==> src/cebi_pkg.sv <==
// Package for the external bus interface: offsets, fields, reset values, timing
package cebi_pkg;

  // APB register byte offsets
  localparam logic [7:0] CEBI_CTRL_OFF   = 8'h00;
  localparam logic [7:0] CEBI_CMD_OFF    = 8'h04;
  localparam logic [7:0] CEBI_ADDR_OFF   = 8'h08;
  localparam logic [7:0] CEBI_WDATA_OFF  = 8'h0C;
  localparam logic [7:0] CEBI_STATUS_OFF = 8'h10;
  localparam logic [7:0] CEBI_RDATA_OFF  = 8'h14;
  localparam logic [7:0] CEBI_PORTD_OFF  = 8'h18;
  localparam logic [7:0] CEBI_PIND_OFF   = 8'h1C;

  // Control register fields
  localparam int CEBI_CTRL_FULLADDR_BIT = 0;
  localparam int CEBI_CTRL_PDOUT_BIT    = 1;
  localparam int CEBI_CTRL_FAST_BIT     = 2;
  localparam int CEBI_CTRL_PORTC_LSB    = 8;

  // Command register fields
  localparam int CEBI_CMD_WRITE_BIT = 0;
  localparam int CEBI_CMD_FETCH_BIT = 1;

  // Status register fields
  localparam int CEBI_ST_BUSY_BIT = 0;
  localparam int CEBI_ST_NMI_BIT  = 1;
  localparam int CEBI_ST_DIV1_BIT = 2;

  // Reset values
  localparam logic [31:0] CEBI_CTRL_RST = 32'h0000_0000;
  localparam logic [7:0]  CEBI_BYTE_RST = 8'h00;

  // Oscillator divider terminal counts (divide ratio minus one: four and two)
  localparam logic [1:0] CEBI_DIV_SLOW = 2'h3;
  localparam logic [1:0] CEBI_DIV_FAST = 2'h1;

  // Reset source must hold low this many input clock cycles
  localparam int CEBI_RESET_HOLD_CYC = 8;

  // Bus cycle phases
  typedef enum logic [1:0] {
    CEBI_IDLE,
    CEBI_PH1,
    CEBI_PH2
  } cebi_state_t;

endpackage : cebi_pkg

==> src/cebi_clkgen.sv <==
// Oscillator input divider producing the bus phase strobe
module cebi_clkgen
  import cebi_pkg::*;
(
  input  wire logic pclk,
  input  wire logic presetn,
  input  wire logic osc_sync,
  input  wire logic div_by_one,
  input  wire logic fast_part,
  output logic      phase_tick
);

  logic       osc_prev;
  logic       osc_rise;
  logic [1:0] div_cnt;
  logic [1:0] div_max;

  // Rising edge of the sampled oscillator input
  assign osc_rise = osc_sync & ~osc_prev;
  assign div_max  = fast_part ? CEBI_DIV_FAST : CEBI_DIV_SLOW;

  // Edge history
  always_ff @(posedge pclk or negedge presetn) begin
    if (!presetn) begin
      osc_prev <= 1'b0;
    end else begin
      osc_prev <= osc_sync;
    end
  end

  // Divide by one, two or four
  always_ff @(posedge pclk or negedge presetn) begin
    if (!presetn) begin
      div_cnt    <= 2'h0;
      phase_tick <= 1'b0;
    end else if (osc_rise) begin
      if (div_by_one || div_cnt >= div_max) begin
        div_cnt    <= 2'h0;
        phase_tick <= 1'b1;
      end else begin
        div_cnt    <= div_cnt + 2'h1;
        phase_tick <= 1'b0;
      end
    end else begin
      phase_tick <= 1'b0;
    end
  end

endmodule : cebi_clkgen

==> src/cebi_sync.sv <==
// Two flip-flop synchroniser for pin inputs
module cebi_sync
  import cebi_pkg::*;
#(
  parameter int WIDTH = 1
) (
  input  wire logic             pclk,
  input  wire logic             presetn,
  input  wire logic [WIDTH-1:0] async_in,
  output logic      [WIDTH-1:0] sync_out
);

  logic [WIDTH-1:0] stage1;

  // First stage feeds only the second
  always_ff @(posedge pclk or negedge presetn) begin
    if (!presetn) begin
      stage1   <= '0;
      sync_out <= '0;
    end else begin
      stage1   <= async_in;
      sync_out <= stage1;
    end
  end

endmodule : cebi_sync

==> src/cebi_top.sv <==
// External expansion bus interface with clock, reset and NMI pins
//
// Behaviour
// - The fetch marker is high for one whole bus cycle per opcode fetch, low otherwise.
// - The direction output is high for external reads and low for external writes.
// - Address bits 0 to 12 and 15 leave on fourteen dedicated address outputs.
// - In full address mode bits 13 and 14 replace data on the top two third-port lines.
// - Data lines carry bytes out when writing and in from memory when reading.
// - A falling edge on the non-maskable input raises a non-maskable request.
// - Grounded crystal output uses the clock as is; floating output divides by four or two.
// - A phase-two strobe, high for the whole second phase of each bus cycle (one divided oscillator period) and low when idle, is driven out as the bus reference.
// - The fourth port is a whole 8-bit input or a whole 8-bit actively driven output.
//
// Design decisions made here: the register offsets and the APB interface to the registers.
module cebi_top
  import cebi_pkg::*;
(
  input  wire logic        pclk,
  input  wire logic        presetn,
  input  wire logic        psel,
  input  wire logic        penable,
  input  wire logic        pwrite,
  input  wire logic [7:0]  paddr,
  input  wire logic [31:0] pwdata,
  output logic      [31:0] prdata,
  output logic             pready,
  output logic             pslverr,
  input  wire logic        osc_input,
  input  wire logic        osc_output_grounded,
  input  wire logic        power_on_init_n,
  input  wire logic        nmi_n,
  output logic             core_nmi,
  output logic             cpu_reset_n,
  output logic             phase2_clk,
  output logic             opcode_sync,
  output logic             read_write,
  output logic      [13:0] addr_out,
  input  wire logic [7:0]  data_lines_in,
  output logic      [7:0]  data_lines_out,
  output logic      [7:0]  data_lines_oe_n,
  output logic             port_c_line6_addr13,
  output logic             port_c_line7_addr14,
  output logic      [7:0]  fourth_port_lines_out,
  output logic      [7:0]  fourth_port_lines_oe_n,
  input  wire logic [7:0]  fourth_port_lines_in
);

  //////////////////////////////////////////////////////////////////////////////
  // Pin synchronisers

  logic [7:0] data_sync;
  logic [7:0] portd_sync;
  logic [3:0] misc_sync;
  logic       osc_sync;
  logic       grounded_sync;
  logic       init_n_sync;
  logic       nmi_sync;

  cebi_sync #(.WIDTH(8)) u_sync_data (
    .pclk     (pclk),
    .presetn  (presetn),
    .async_in (data_lines_in),
    .sync_out (data_sync)
  );

  cebi_sync #(.WIDTH(8)) u_sync_portd (
    .pclk     (pclk),
    .presetn  (presetn),
    .async_in (fourth_port_lines_in),
    .sync_out (portd_sync)
  );

  cebi_sync #(.WIDTH(4)) u_sync_misc (
    .pclk     (pclk),
    .presetn  (presetn),
    .async_in ({osc_input, osc_output_grounded, power_on_init_n, nmi_n}),
    .sync_out (misc_sync)
  );

  assign osc_sync      = misc_sync[3];
  assign grounded_sync = misc_sync[2];
  assign init_n_sync   = misc_sync[1];
  assign nmi_sync      = misc_sync[0];

  //////////////////////////////////////////////////////////////////////////////
  // Registers and bus decode

  logic [31:0] ctrl;
  logic [15:0] bus_addr;
  logic [7:0]  wdata;
  logic [7:0]  rdata;
  logic [7:0]  portd_out;
  logic        cmd_pending;
  logic        cmd_write;
  logic        cmd_fetch;
  logic        nmi_flag;
  logic        busy;
  logic        wr_en;
  logic        rd_en;
  logic        cmd_hit;
  logic        nmi_clr;
  logic        nmi_edge;
  logic        phase_tick;

  // Address is mapped when it matches a defined word
  function automatic logic cebi_mapped(input logic [7:0] a);
    case (a)
      CEBI_CTRL_OFF, CEBI_CMD_OFF, CEBI_ADDR_OFF, CEBI_WDATA_OFF,
      CEBI_STATUS_OFF, CEBI_RDATA_OFF, CEBI_PORTD_OFF, CEBI_PIND_OFF: return 1'b1;
      default: return 1'b0;
    endcase
  endfunction : cebi_mapped

  assign pready  = 1'b1;
  assign pslverr = psel & penable & ~cebi_mapped(paddr);
  assign wr_en   = psel & penable & pwrite & cebi_mapped(paddr);
  assign rd_en   = psel & ~penable & ~pwrite; // Setup cycle of a read
  assign cmd_hit = wr_en && (paddr == CEBI_CMD_OFF) && !busy;
  assign nmi_clr = wr_en && (paddr == CEBI_STATUS_OFF) && pwdata[CEBI_ST_NMI_BIT];

  // Software written registers
  always_ff @(posedge pclk or negedge presetn) begin
    if (!presetn) begin
      ctrl      <= CEBI_CTRL_RST;
      bus_addr  <= 16'h0000;
      wdata     <= CEBI_BYTE_RST;
      portd_out <= CEBI_BYTE_RST;
    end else if (wr_en) begin
      case (paddr)
        CEBI_CTRL_OFF:  ctrl      <= pwdata;
        CEBI_ADDR_OFF:  bus_addr  <= pwdata[15:0];
        CEBI_WDATA_OFF: wdata     <= pwdata[7:0];
        CEBI_PORTD_OFF: portd_out <= pwdata[7:0];
        default:        ctrl      <= ctrl;
      endcase
    end
  end

  // Read mux, registered data
  always_ff @(posedge pclk or negedge presetn) begin
    if (!presetn) begin
      prdata <= 32'h0000_0000;
    end else if (rd_en) begin
      case (paddr)
        CEBI_CTRL_OFF:   prdata <= ctrl;
        CEBI_ADDR_OFF:   prdata <= {16'h0000, bus_addr};
        CEBI_WDATA_OFF:  prdata <= {24'h000000, wdata};
        CEBI_STATUS_OFF: prdata <= {29'h0, grounded_sync, nmi_flag, busy};
        CEBI_RDATA_OFF:  prdata <= {24'h000000, rdata};
        CEBI_PORTD_OFF:  prdata <= {24'h000000, portd_out};
        CEBI_PIND_OFF:   prdata <= {24'h000000, portd_sync};
        default:         prdata <= 32'h0000_0000;
      endcase
    end
  end

  //////////////////////////////////////////////////////////////////////////////
  // Reset and NMI

  logic nmi_prev;

  // Core held in reset while pin is low; source keeps it low long enough
  assign cpu_reset_n = init_n_sync;

  // Falling edge of the NMI pin sets a sticky flag, set beats clear
  assign nmi_edge = nmi_prev & ~nmi_sync;

  always_ff @(posedge pclk or negedge presetn) begin
    if (!presetn) begin
      // Same level as the synchroniser after reset, so no false edge
      nmi_prev <= 1'b0;
      nmi_flag <= 1'b0;
    end else begin
      nmi_prev <= nmi_sync;
      if (nmi_edge) begin
        nmi_flag <= 1'b1;
      end else if (nmi_clr || !init_n_sync) begin
        nmi_flag <= 1'b0;
      end
    end
  end

  assign core_nmi = nmi_flag;

  //////////////////////////////////////////////////////////////////////////////
  // Clock generation

  cebi_clkgen u_clkgen (
    .pclk       (pclk),
    .presetn    (presetn),
    .osc_sync   (osc_sync),
    .div_by_one (grounded_sync),
    .fast_part  (ctrl[CEBI_CTRL_FAST_BIT]),
    .phase_tick (phase_tick)
  );

  //////////////////////////////////////////////////////////////////////////////
  // Bus cycle sequencer

  cebi_state_t state;
  cebi_state_t next_state;

  // Busy from command capture until the bus cycle ends
  assign busy = cmd_pending | (state != CEBI_IDLE);

  // Phase sequencing on divided ticks
  always_comb begin
    next_state = state;
    case (state)
      CEBI_IDLE: if (cmd_pending && phase_tick) next_state = CEBI_PH1;
      CEBI_PH1:  if (phase_tick) next_state = CEBI_PH2;
      CEBI_PH2:  if (phase_tick) next_state = CEBI_IDLE;
      default:   next_state = CEBI_IDLE;
    endcase
  end

  always_ff @(posedge pclk or negedge presetn) begin
    if (!presetn) begin
      state <= CEBI_IDLE;
    end else if (!init_n_sync) begin
      state <= CEBI_IDLE;
    end else begin
      state <= next_state;
    end
  end

  // Command capture
  always_ff @(posedge pclk or negedge presetn) begin
    if (!presetn) begin
      cmd_pending <= 1'b0;
      cmd_write   <= 1'b0;
      cmd_fetch   <= 1'b0;
    end else if (cmd_hit) begin
      cmd_pending <= 1'b1;
      cmd_write   <= pwdata[CEBI_CMD_WRITE_BIT];
      cmd_fetch   <= pwdata[CEBI_CMD_FETCH_BIT] & ~pwdata[CEBI_CMD_WRITE_BIT];
    end else if (state == CEBI_IDLE && next_state == CEBI_PH1) begin
      cmd_pending <= 1'b0;
    end
  end

  // Bus pin outputs
  always_ff @(posedge pclk or negedge presetn) begin
    if (!presetn) begin
      phase2_clk      <= 1'b0;
      opcode_sync     <= 1'b0;
      read_write      <= 1'b1;
      addr_out        <= 14'h0000;
      data_lines_out  <= CEBI_BYTE_RST;
      data_lines_oe_n <= 8'hFF;
      rdata           <= CEBI_BYTE_RST;
    end else begin
      phase2_clk <= (next_state == CEBI_PH2);
      if (state == CEBI_IDLE && next_state == CEBI_PH1) begin
        addr_out    <= {bus_addr[15], bus_addr[12:0]};
        read_write  <= ~cmd_write;
        opcode_sync <= cmd_fetch;
      end else if (state == CEBI_PH2 && next_state == CEBI_IDLE) begin
        opcode_sync <= 1'b0;
        read_write  <= 1'b1;
        if (!cmd_write) begin
          rdata <= data_sync;
        end
      end
      // Drive only during the write data phase
      if (next_state == CEBI_PH2 && cmd_write) begin
        data_lines_out  <= wdata;
        data_lines_oe_n <= 8'h00;
      end else begin
        data_lines_oe_n <= 8'hFF;
      end
    end
  end

  //////////////////////////////////////////////////////////////////////////////
  // Third port top lines and fourth port

  // Upper address bits or port data
  always_ff @(posedge pclk or negedge presetn) begin
    if (!presetn) begin
      port_c_line6_addr13 <= 1'b1;
      port_c_line7_addr14 <= 1'b1;
    end else if (ctrl[CEBI_CTRL_FULLADDR_BIT]) begin
      port_c_line6_addr13 <= bus_addr[13];
      port_c_line7_addr14 <= bus_addr[14];
    end else begin
      port_c_line6_addr13 <= ctrl[CEBI_CTRL_PORTC_LSB];
      port_c_line7_addr14 <= ctrl[CEBI_CTRL_PORTC_LSB + 1];
    end
  end

  // Whole-port direction, push-pull drive
  always_ff @(posedge pclk or negedge presetn) begin
    if (!presetn) begin
      fourth_port_lines_out  <= CEBI_BYTE_RST;
      fourth_port_lines_oe_n <= 8'hFF;
    end else begin
      fourth_port_lines_out  <= portd_out;
      fourth_port_lines_oe_n <= {8{~ctrl[CEBI_CTRL_PDOUT_BIT]}};
    end
  end

endmodule : cebi_top
==> config.mk <==
export PLATFORM = sky130hd
export DESIGN_NAME = cebi_top
export DESIGN_NICKNAME = d
export VERILOG_FILES = /design/src/cebi_pkg.sv /design/src/cebi_clkgen.sv /design/src/cebi_sync.sv /design/src/cebi_top.sv
export SDC_FILE = /design/constraint.sdc
export NUM_CORES = 1
export LEC_CHECK = 0
export BUFFER_PORTS_ARGS = -buffer_cell sky130_fd_sc_hd__buf_2
export CAP_MARGIN = 20
export CORE_MARGIN = 1.5
export CORE_UTILIZATION = 49
export DETAILED_ROUTE_END_ITERATION = 16
export GPL_TIMING_DRIVEN = 1
export HOLD_SLACK_MARGIN = 0.1
export PLACE_DENSITY = 0.87
export RECOVER_POWER = 100
export SYNTH_ARGS = -nofsm -noshare
export SYNTH_HDL_FRONTEND = slang
export SYNTH_SLANG_ARGS = --single-unit
==> constraint.sdc <==
create_clock -name pclk -period 1.7 [get_ports pclk]
set_input_delay 0.085 -clock pclk [delete_from_list [all_inputs] [get_ports pclk]]
set_output_delay 0.085 -clock pclk [all_outputs]
set_load 0.1 [all_outputs]
==> qor.yml, run 1 <==
synth:
  syn-num-nets: 563
  synth_area_leader_cell: "dfrtp_1"
  synth_compound_area_frac: 0.0732
  synth_most_common_cell: "dfrtp_1"
  yosysWarnings: 0
  ys_seq_area_frac: 0.638
  async_flop_share: 1.00
  synth-simple-area-share: 0.0652
  synth_cells: 497
  synth_top_family_by_area: "multiplexers"
  synth_fa_ha_area_frac: 0.00166
  netlist.area_leader.share: 0.621
  synth-edff-count: 0
  yosys_register_bits: 192
  synth_xor_area_frac: 0.00116
  synthFlopType: "dfrtp_1"
  synth_area_per_cell_um2: 15.2
  netlist_area_um2: 7540
  synth_common_cells: "187 x dfrtp_1, 65 x mux2_2, 40 x mux2_4, 22 x a22o_1, 19 x nand2_1"
  yosys.cell_types.count: 54
  synthMuxAreaShare: 0.185
  synthTopCellsByArea: "dfrtp_1 62%, mux2_2 9.7%, mux2_4 8.0%"
route:
  drc: 0
  via_per_inst: 5.41
  drt_pass1_iterations: 4
  ant_nets: 0
  drt_wl_total_um: 17600
  dr_total_vias: 4975
  drt_iter0_drc: 244
  wl_per_cell_um: 19.1
place:
  port_buffers: 150
  pre_cts_ws_ps: -126
  hpwl_um: 11900
  place_congestion: 0.885
clock_network:
  clk_pin_slew_ps: 70
  cts_resized: 0
  cts_tree: "done"
  cts_buffers: 17
  clkLatencyLatePin_ps: 430
  cts_sinks: 192
  htreeDepth: 4
  postCtsSetupRepairBufs: 0
  cts_root_buf: "clkbuf_16"
  clock_path_buffers: 2
power:
  pwr_density_cell_nw_per_um2: 973
  vdd_drop_max_v: 0.000683
  p_leak_nw: 4.94
  finalPower_mw: 9.32
worst_hold_path:
  min_path_type: "primary input to async pin"
worst_setup_path:
  critical_path_class: "flip-flop to flip-flop"
  crit_path_start_kind: "flip-flop"
  cp_cell_sequence: "nand2b_1, nor3b_2, buf_12, mux2_2"
  critPathSlowestCell: "dfrtp_1"
  critPathRequiredTime_ps: 2010
  end_kind: "flip-flop"
  critPathMaxStageDelay_ps: 430
  critPathMaxFanout: 15
  cp.arrival_ps: 1930
timing:
  finalWorstSetupSlack_ps: 84.2
  rsz0062_at_grt: "no"
  maxSlewViolCount: 0
  maxSlewHeadroom: 0.473
  clock_skew_ps: 6.57
  setup_viol: 0
  max_freq_mhz: 619
  hold_viol: 0
  tightestPinTransition_ps: 790
  period_share: 0.950
  period_needed_ps: 1620
grt:
  grt_pass1_wl_um: 27800
  grt_use_met2: 0.377
  grt_max_degree: 52
  grt_overflow: 0
  met1_usage: 0.277
  grt_pass1_vias: 5308
  track_usage: 0.227
  busiest_layer: "met2"
  antenna_found_initial: 2
  grt_util_met3: 0.0616
floorplanning:
  die_width_um: 127
  start_util: 0.500
  die-height_um: 127
  core-area_um2: 15100
  die-area_um2: 16100
  ios: 152
  rows: 45
status:
  status: "finished, final reports clean"
layout:
  drive_above_1_share: 0.408
  layout.nets: 784
  area_growth_pct: 27.1
job:
  drv_cap: 0
==> through the flow <==
step	instances	area, µm²	utilization	TNS, ps	hold WS (ps)
2_1_floorplan	497	7540	-	0	-211
3_3_place_gp	834	8660	0.574	-1870	70.1
3_5_place_dp	834	8660	0.574	-2710	72.4
4_1_cts	919	9800	0.649	0	161
5_1_grt	920	9580	0.635	0	173
6_report	920	9580	0.635	0	144
==> cells by family after synthesis <==
kind of cell | Yosys count
buffers and inverters | 42
other | 1
adders and majority gates | 1
AOI/OAI and AO/OA | 74
xor gates and xnor gates | 1
DFF | 192
muxes | 109
and+or+nand+nor | 77
==> report_power, final <==
part / switching [mW] / internal [mW] / total, mW / leakage, nW
Combinational: 0.325 / 0.230 / 0.555 / 2.09
Sequential: 0.0444 / 4.65 / 4.69 / 2.56
Clock: 1.81 / 2.26 / 4.07 / 0.291
Total: 2.18 / 7.14 / 9.32 / 4.94
==> final timing paths <==
path,start,slack (ps),depth (start not counted),endpoint
max in group asynchronous,presetn,420,3,u_sync_misc.stage1[2]
hold / removal,presetn,140,2,data_lines_out[7]
hold reg to reg,u_sync_misc.stage1[1],350,0,u_sync_misc.sync_out[1]
setup reg to reg,state[0],80,4,addr_out[2]
min in group pclk,paddr[2],220,3,cmd_pending
setup / recovery,state[0],80,4,addr_out[2]
==> final cells by class <==
class | count | area (µm²)
Tap cell | 188 | 235
Sequential cell | 192 | 4810
Antenna cell | 1 | 2.50
Timing Repair Buffer | 241 | 1590
Fill cell | 1132 | 5510
Clock inverter | 14 | 171
Clock buffer | 18 | 439
Multi-Input combinational cell | 263 | 2320
Inverter | 3 | 11.3
==> routing by layer <==
layer  vias to the layer above  wire length, µm
li1                       2228                -
met5                         -                8
met2                       178             8870
met3                        48              925
met1                      2519             7170
met4                         2              620
==> cells in the final DEF, fill, tap and decap left out, drive strengths merged, types with 5 or more instances in the layout <==
master / instances
nor2: 10
nor2b: 6
nand2: 21
mux2: 105
dfstp: 5
o21ai: 13
dlygate4sd3: 53
buf: 86
a22o: 22
clkbuf: 120
a21oi: 6
a22oi: 12
dfrtp: 187
inv: 9
==> sequential cells by signal (all words and copies together), names as in the netlist, 2 cells and up <==
name and cells:
state 2, u_sync_portd.sync_out 8, u_sync_misc.stage1 4, wdata 8, bus_addr 16, u_sync_misc.sync_out 4
prdata 32, addr_out 14, fourth_port_lines_out 8, rdata 8, u_sync_portd.stage1 8, data_lines_out 8
u_sync_data.stage1 8, ctrl 32, u_clkgen.div_cnt 2, portd_out 8, u_sync_data.sync_out 8
==> what timing repair did <==
item / CTS / global route
hold buffers: 53 / 0
endpoints found under the setup margin: 0 / 0
endpoints found under the hold margin: 273 / 0
==> worst max-delay path, delay by kind of cell (launching register included) <==
family	cells	cell delay [ps]
buffers and inverters	1	200
and+or+nand+nor	2	490
DFF	1	430
muxes	1	370
(Power assumes the default switching activity.)
==> inputs of run 2 (changes only) <==
--- a/config.mk
+++ b/config.mk
@@ -12,8 +12,10 @@
 export DETAILED_ROUTE_END_ITERATION = 16
 export GPL_TIMING_DRIVEN = 1
 export HOLD_SLACK_MARGIN = 0.1
+export MAX_ROUTING_LAYER = met4
 export PLACE_DENSITY = 0.87
 export RECOVER_POWER = 100
+export SKIP_CTS_REPAIR_TIMING = 1
 export SYNTH_ARGS = -nofsm -noshare
 export SYNTH_HDL_FRONTEND = slang
 export SYNTH_SLANG_ARGS = --single-unit
==> run 2 against run 1 <==
Maximum frequency grew 1.4%. Register-to-register slack gained 20 ps. Cell count is the same. Setup slack gained 22 ps. Power shrank 2.8%. Global-route usage shrank 0.42 points. Non-clock buffer count is the same. First-iteration DRC count grew 14%. Combinational power shrank 1%. Wire length shrank 1.1%.
==> qor.yml, run 2 (synthesized netlist as in run 1, its figures left out) <==
status:
  status: "finished, final reports clean"
timing:
  max_freq_mhz: 628
  rsz0062_at_grt: "no"
  setup_viol: 0
  tightestPinTransition_ps: 892
  clock_skew_ps: 14.2
  period_needed_ps: 1590
  hold_viol: 0
  period_share: 0.937
  maxSlewViolCount: 0
  maxSlewHeadroom: 0.406
clock_network:
  cts_buffers: 17
  clk_pin_slew_ps: 70
  clkLatencyLatePin_ps: 440
  cts_root_buf: "clkbuf_16"
  cts_tree: "done"
  clock_path_buffers: 2
  htreeDepth: 4
  cts_sinks: 192
floorplanning:
  die-area_um2: 16100
  ios: 152
  die-height_um: 127
  rows: 45
  start_util: 0.500
  die_width_um: 127
  core-area_um2: 15100
layout:
  stdcell_count: 920
  largestRegisters: "ctrl x32, prdata x32, bus_addr x16"
  layout_common_cells: "186 x dfrtp_1, 89 x clkbuf_2, 65 x mux2_2"
  drive_above_1_share: 0.404
  utilization: 0.630
  area_growth_pct: 26.2
  fillerInstances: 1114
  seqCellArea_um2: 4810
  final_common_cell: "dfrtp_1"
  multi_input_area_um2: 2310
  layout.nets: 784
grt:
  grt_max_degree: 55
  antenna_found_initial: 0
  grt_overflow: 0
  track_usage: 0.223
  grt_pass1_wl_um: 26400
  grt_pass1_vias: 4875
route:
  drt_iter0_drc: 279
  dr_total_vias: 5002
  ant_nets: 0
  met1Wirelength_um: 7350
  via_per_inst: 5.44
  wl_met3_um: 1030
  maxUsedRoutingLayer: "met4"
  drt_wl_total_um: 17400
  wl_met2_um: 8640
  wl_per_cell_um: 18.9
  drc: 0
  drt_pass1_iterations: 5
worst_hold_path:
  min_path_type: "primary input to async pin"
place:
  port_buffers: 150
  place_congestion: 0.854
  hpwl_um: 11800
  dp_cells: 834
worst_setup_path:
  end_kind: "flip-flop"
  critical_path_class: "flip-flop to flip-flop"
  critPathRequiredTime_ps: 2010
  crit_path_start_kind: "flip-flop"
  cp.arrival_ps: 1910
  critPathMaxFanout: 15
power:
  seq_power_share: 0.518
  power.net_switching_mw: 2.23
  swShare: 0.247
  pwr-share-clk: 0.422
  vdd_drop_max_v: 0.000721
  p_leak_nw: 4.92
  p_int_mw: 6.83
  combPwrFrac: 0.061
  pwr_density_cell_nw_per_um2: 953
job:
  drv_cap: 0
## run 2: power by group through the flow
stage	Clock, mW	Sequential (mW)	Combinational [mW]
after global placement	0	4.77	0.464
after detailed placement	0	4.78	0.481
after CTS	3.91	4.69	0.483
after floorplan	0	4.81	0.160
final	3.82	4.69	0.549
after global routing	4.12	4.70	0.602
## run 2: through the flow
step | instance area (µm²) | setup TNS [ps] | worst slack [ps] | hold slack [ps] | total power, mW
global placement | 8660 | -2470 | -105 | 78.7 | 5.23
global route | 9510 | 0 | 43.0 | 176 | 9.42
floorplan | 7540 | 0 | 23.2 | -211 | 4.97
finish | 9510 | 0 | 107 | 153 | 9.06
detailed placement | 8660 | -3710 | -148 | 86.0 | 5.26
CTS | 9230 | 0 | 94.8 | -382 | 9.08
## run 2: worst max-delay path, cell delays in order, from the launching register on
cell	delay, ps
dfrtp_1	430
nand2b_1	220
nor3b_2	270
buf_12	200
mux2_2	340
## run 2: layer usage
metal,vias up,track usage
li1,2227,-
met1,2533,0.290
met2,204,0.347
met3,38,0.0557
met4,0,0.0755
met5,-,-
## run 2: worst paths after layout
path,from,to,slack (ps),depth (start not counted)
min,presetn,u_sync_data.sync_out[0],150,2
min in group pclk,psel,prdata[1],220,4
max,state[0],addr_out[6],110,4
max reg2reg,state[0],addr_out[6],110,4
min reg2reg,u_sync_data.stage1[7],u_sync_data.sync_out[7],350,0
max in group asynchronous,presetn,core_nmi,320,3
## run 2: layout make-up
type / instances / area share
diodes: 1 / 0.000263
well taps: 188 / 0.0247
clock inverters: 15 / 0.0151
repair buffers: 241 / 0.165
clock buffers: 17 / 0.0447
inverters: 3 / 0.00118
flip-flops and latches: 192 / 0.506
multi-input cells: 263 / 0.243
==> inputs of run 3 (changes only) <==
--- a/config.mk
+++ b/config.mk
@@ -7,8 +7,11 @@
 export LEC_CHECK = 0
 export BUFFER_PORTS_ARGS = -buffer_cell sky130_fd_sc_hd__buf_2
 export CAP_MARGIN = 20
+export CELL_PAD_IN_SITES_DETAIL_PLACEMENT = 1
+export CELL_PAD_IN_SITES_GLOBAL_PLACEMENT = 1
 export CORE_MARGIN = 1.5
-export CORE_UTILIZATION = 49
+export CORE_UTILIZATION = 40
+export CTS_CLUSTER_DIAMETER = 30
 export DETAILED_ROUTE_END_ITERATION = 16
 export GPL_TIMING_DRIVEN = 1
 export HOLD_SLACK_MARGIN = 0.1
==> run 3 against run 2 <==
Design area grew 0.82%. Hold slack improved by 18 ps. Maximum frequency down 3.2%. Global-route usage shrank 1.2 points. Critical path depth unchanged. Sequential share of layout area fell by 0.41 points. Flip-flop and latch count stayed put. Critical endpoint is now addr_out[11]. Largest power group unchanged.
==> qor.yml, run 3 (synthesized netlist as in run 1, its figures left out) <==
clock_network:
  clkLatencyLatePin_ps: 430
  cts_buffers: 17
  clk_pin_slew_ps: 70
  cts_sinks: 192
  clock_path_buffers: 2
  htreeDepth: 4
  cts_tree: "done"
  cts_root_buf: "clkbuf_16"
power:
  power.net_switching_mw: 2.25
  p_leak_nw: 4.93
  swShare: 0.244
  pwr-share-clk: 0.431
  combPwrFrac: 0.061
  pwr_density_cell_nw_per_um2: 964
  vdd_drop_max_v: 0.000704
  seq_power_share: 0.508
  p_int_mw: 6.99
  finalPower_mw: 9.24
worst_setup_path:
  critPathMaxStageDelay_ps: 440
  cp_cell_sequence: "nand2b_1, nor3b_2, buf_12, mux2_2"
  critPathMaxFanout: 15
  critPathSlowestCell: "dfrtp_1"
  path_delay_family: "simple AND/OR/NAND/NOR gates"
  crit_buf_inv: 1
  crit_path_start_kind: "flip-flop"
  end_kind: "flip-flop"
  critPathRequiredTime_ps: 2020
  critical_path_class: "flip-flop to flip-flop"
  cp.arrival_ps: 1960
layout:
  area_growth_pct: 27.2
  final_common_cell: "dfrtp_1"
  layout.nets: 785
  antenna_cells: 0
  layout_common_cells: "186 x dfrtp_1, 90 x clkbuf_2, 65 x mux2_2"
  drive_above_1_share: 0.406
  stdcell_count: 966
  design_area_um2: 9590
  largestRegisters: "ctrl x32, prdata x32, bus_addr x16"
route:
  drc: 0
  drt_wl_total_um: 20300
  wl_per_cell_um: 21.1
  ant_nets: 0
  drt_iter0_drc: 212
  dr_total_vias: 5020
  via_per_inst: 5.20
  drt_pass1_iterations: 6
job:
  drv_cap: 0
timing:
  hold_viol: 0
  maxSlewHeadroom: 0.388
  period_share: 0.968
  rsz0062_at_grt: "no"
  setup_viol: 0
  max_freq_mhz: 608
  period_needed_ps: 1650
  maxSlewViolCount: 0
  clock_skew_ps: 8.35
  fin_hold_ws_ps: 171
  tightestPinTransition_ps: 918
place:
  hpwl_um: 13700
  dp_cells: 881
  post_dp_cell_area_um2: 8720
  port_buffers: 150
  place_congestion: 0.873
grt:
  grt_overflow: 0
  grt_pass1_vias: 5405
  grt_max_degree: 58
  grt_pass1_wl_um: 30300
  track_usage: 0.211
  antenna_found_initial: 0
floorplanning:
  ios: 152
  rows: 50
  core-area_um2: 18600
  die-area_um2: 19700
  die-height_um: 140
  die_width_um: 140
  start_util: 0.406
worst_hold_path:
  min_path_type: "primary input to async pin"
status:
  status: "finished, final reports clean"
-- run 3: changes by cell type in the layout (fill, tap and decap cells not counted), sizes merged --
cell      previous run  this run
clkinvlp             0         1
clkinv               5         2
diode                1         0
clkbuf             118       120
bufinv               0         1
-- run 3: cell type report --
class | count | area (µm²)
clock buffers | 18 | 439
inverters | 3 | 11.3
well taps | 234 | 293
repair buffers | 242 | 1580
clock inverters | 14 | 143
fillers | 1872 | 8990
multi-input cells | 263 | 2310
flip-flops and latches | 192 | 4810
-- run 3: path summary, 6_finish.rpt --
check,start,to,slack [ps],cells after the start
max in group asynchronous,presetn,prdata[12],240,3
setup / recovery,state[0],addr_out[11],50,4
hold / removal,presetn,u_sync_portd.stage1[7],170,2
setup reg to reg,state[0],addr_out[11],50,4
hold reg to reg,u_sync_data.stage1[2],u_sync_data.sync_out[2],350,0
min in group pclk,paddr[3],prdata[0],180,3
-- run 3: power groups by stage --
stage / clock [mW] / sequential (mW) / combinational [mW]
global route: 4.25 / 4.70 / 0.611
finish: 3.99 / 4.69 / 0.564
global placement: 0 / 4.77 / 0.467
detailed placement: 0 / 4.78 / 0.497
CTS: 4.06 / 4.69 / 0.500
floorplan: 0 / 4.81 / 0.160
-- run 3: metal layers --
layer / wire (µm) / global-route usage / vias up
li1: - / - / 2226
met1: 8230 / 0.249 / 2588
met2: 10800 / 0.357 / 162
met3: 795 / 0.0431 / 44
met4: 564 / 0.0814 / 0
met5: 0 / - / -
-- run 3: through the flow --
step,util,setup TNS [ps],setup slack (ps)
floorplan,-,0,23.2
global route,0.516,0,5.75
CTS,0.501,0,66.6
finish,0.516,0,54.6
global placement,0.469,-2140,-85.6
detailed placement,0.469,-4800,-146
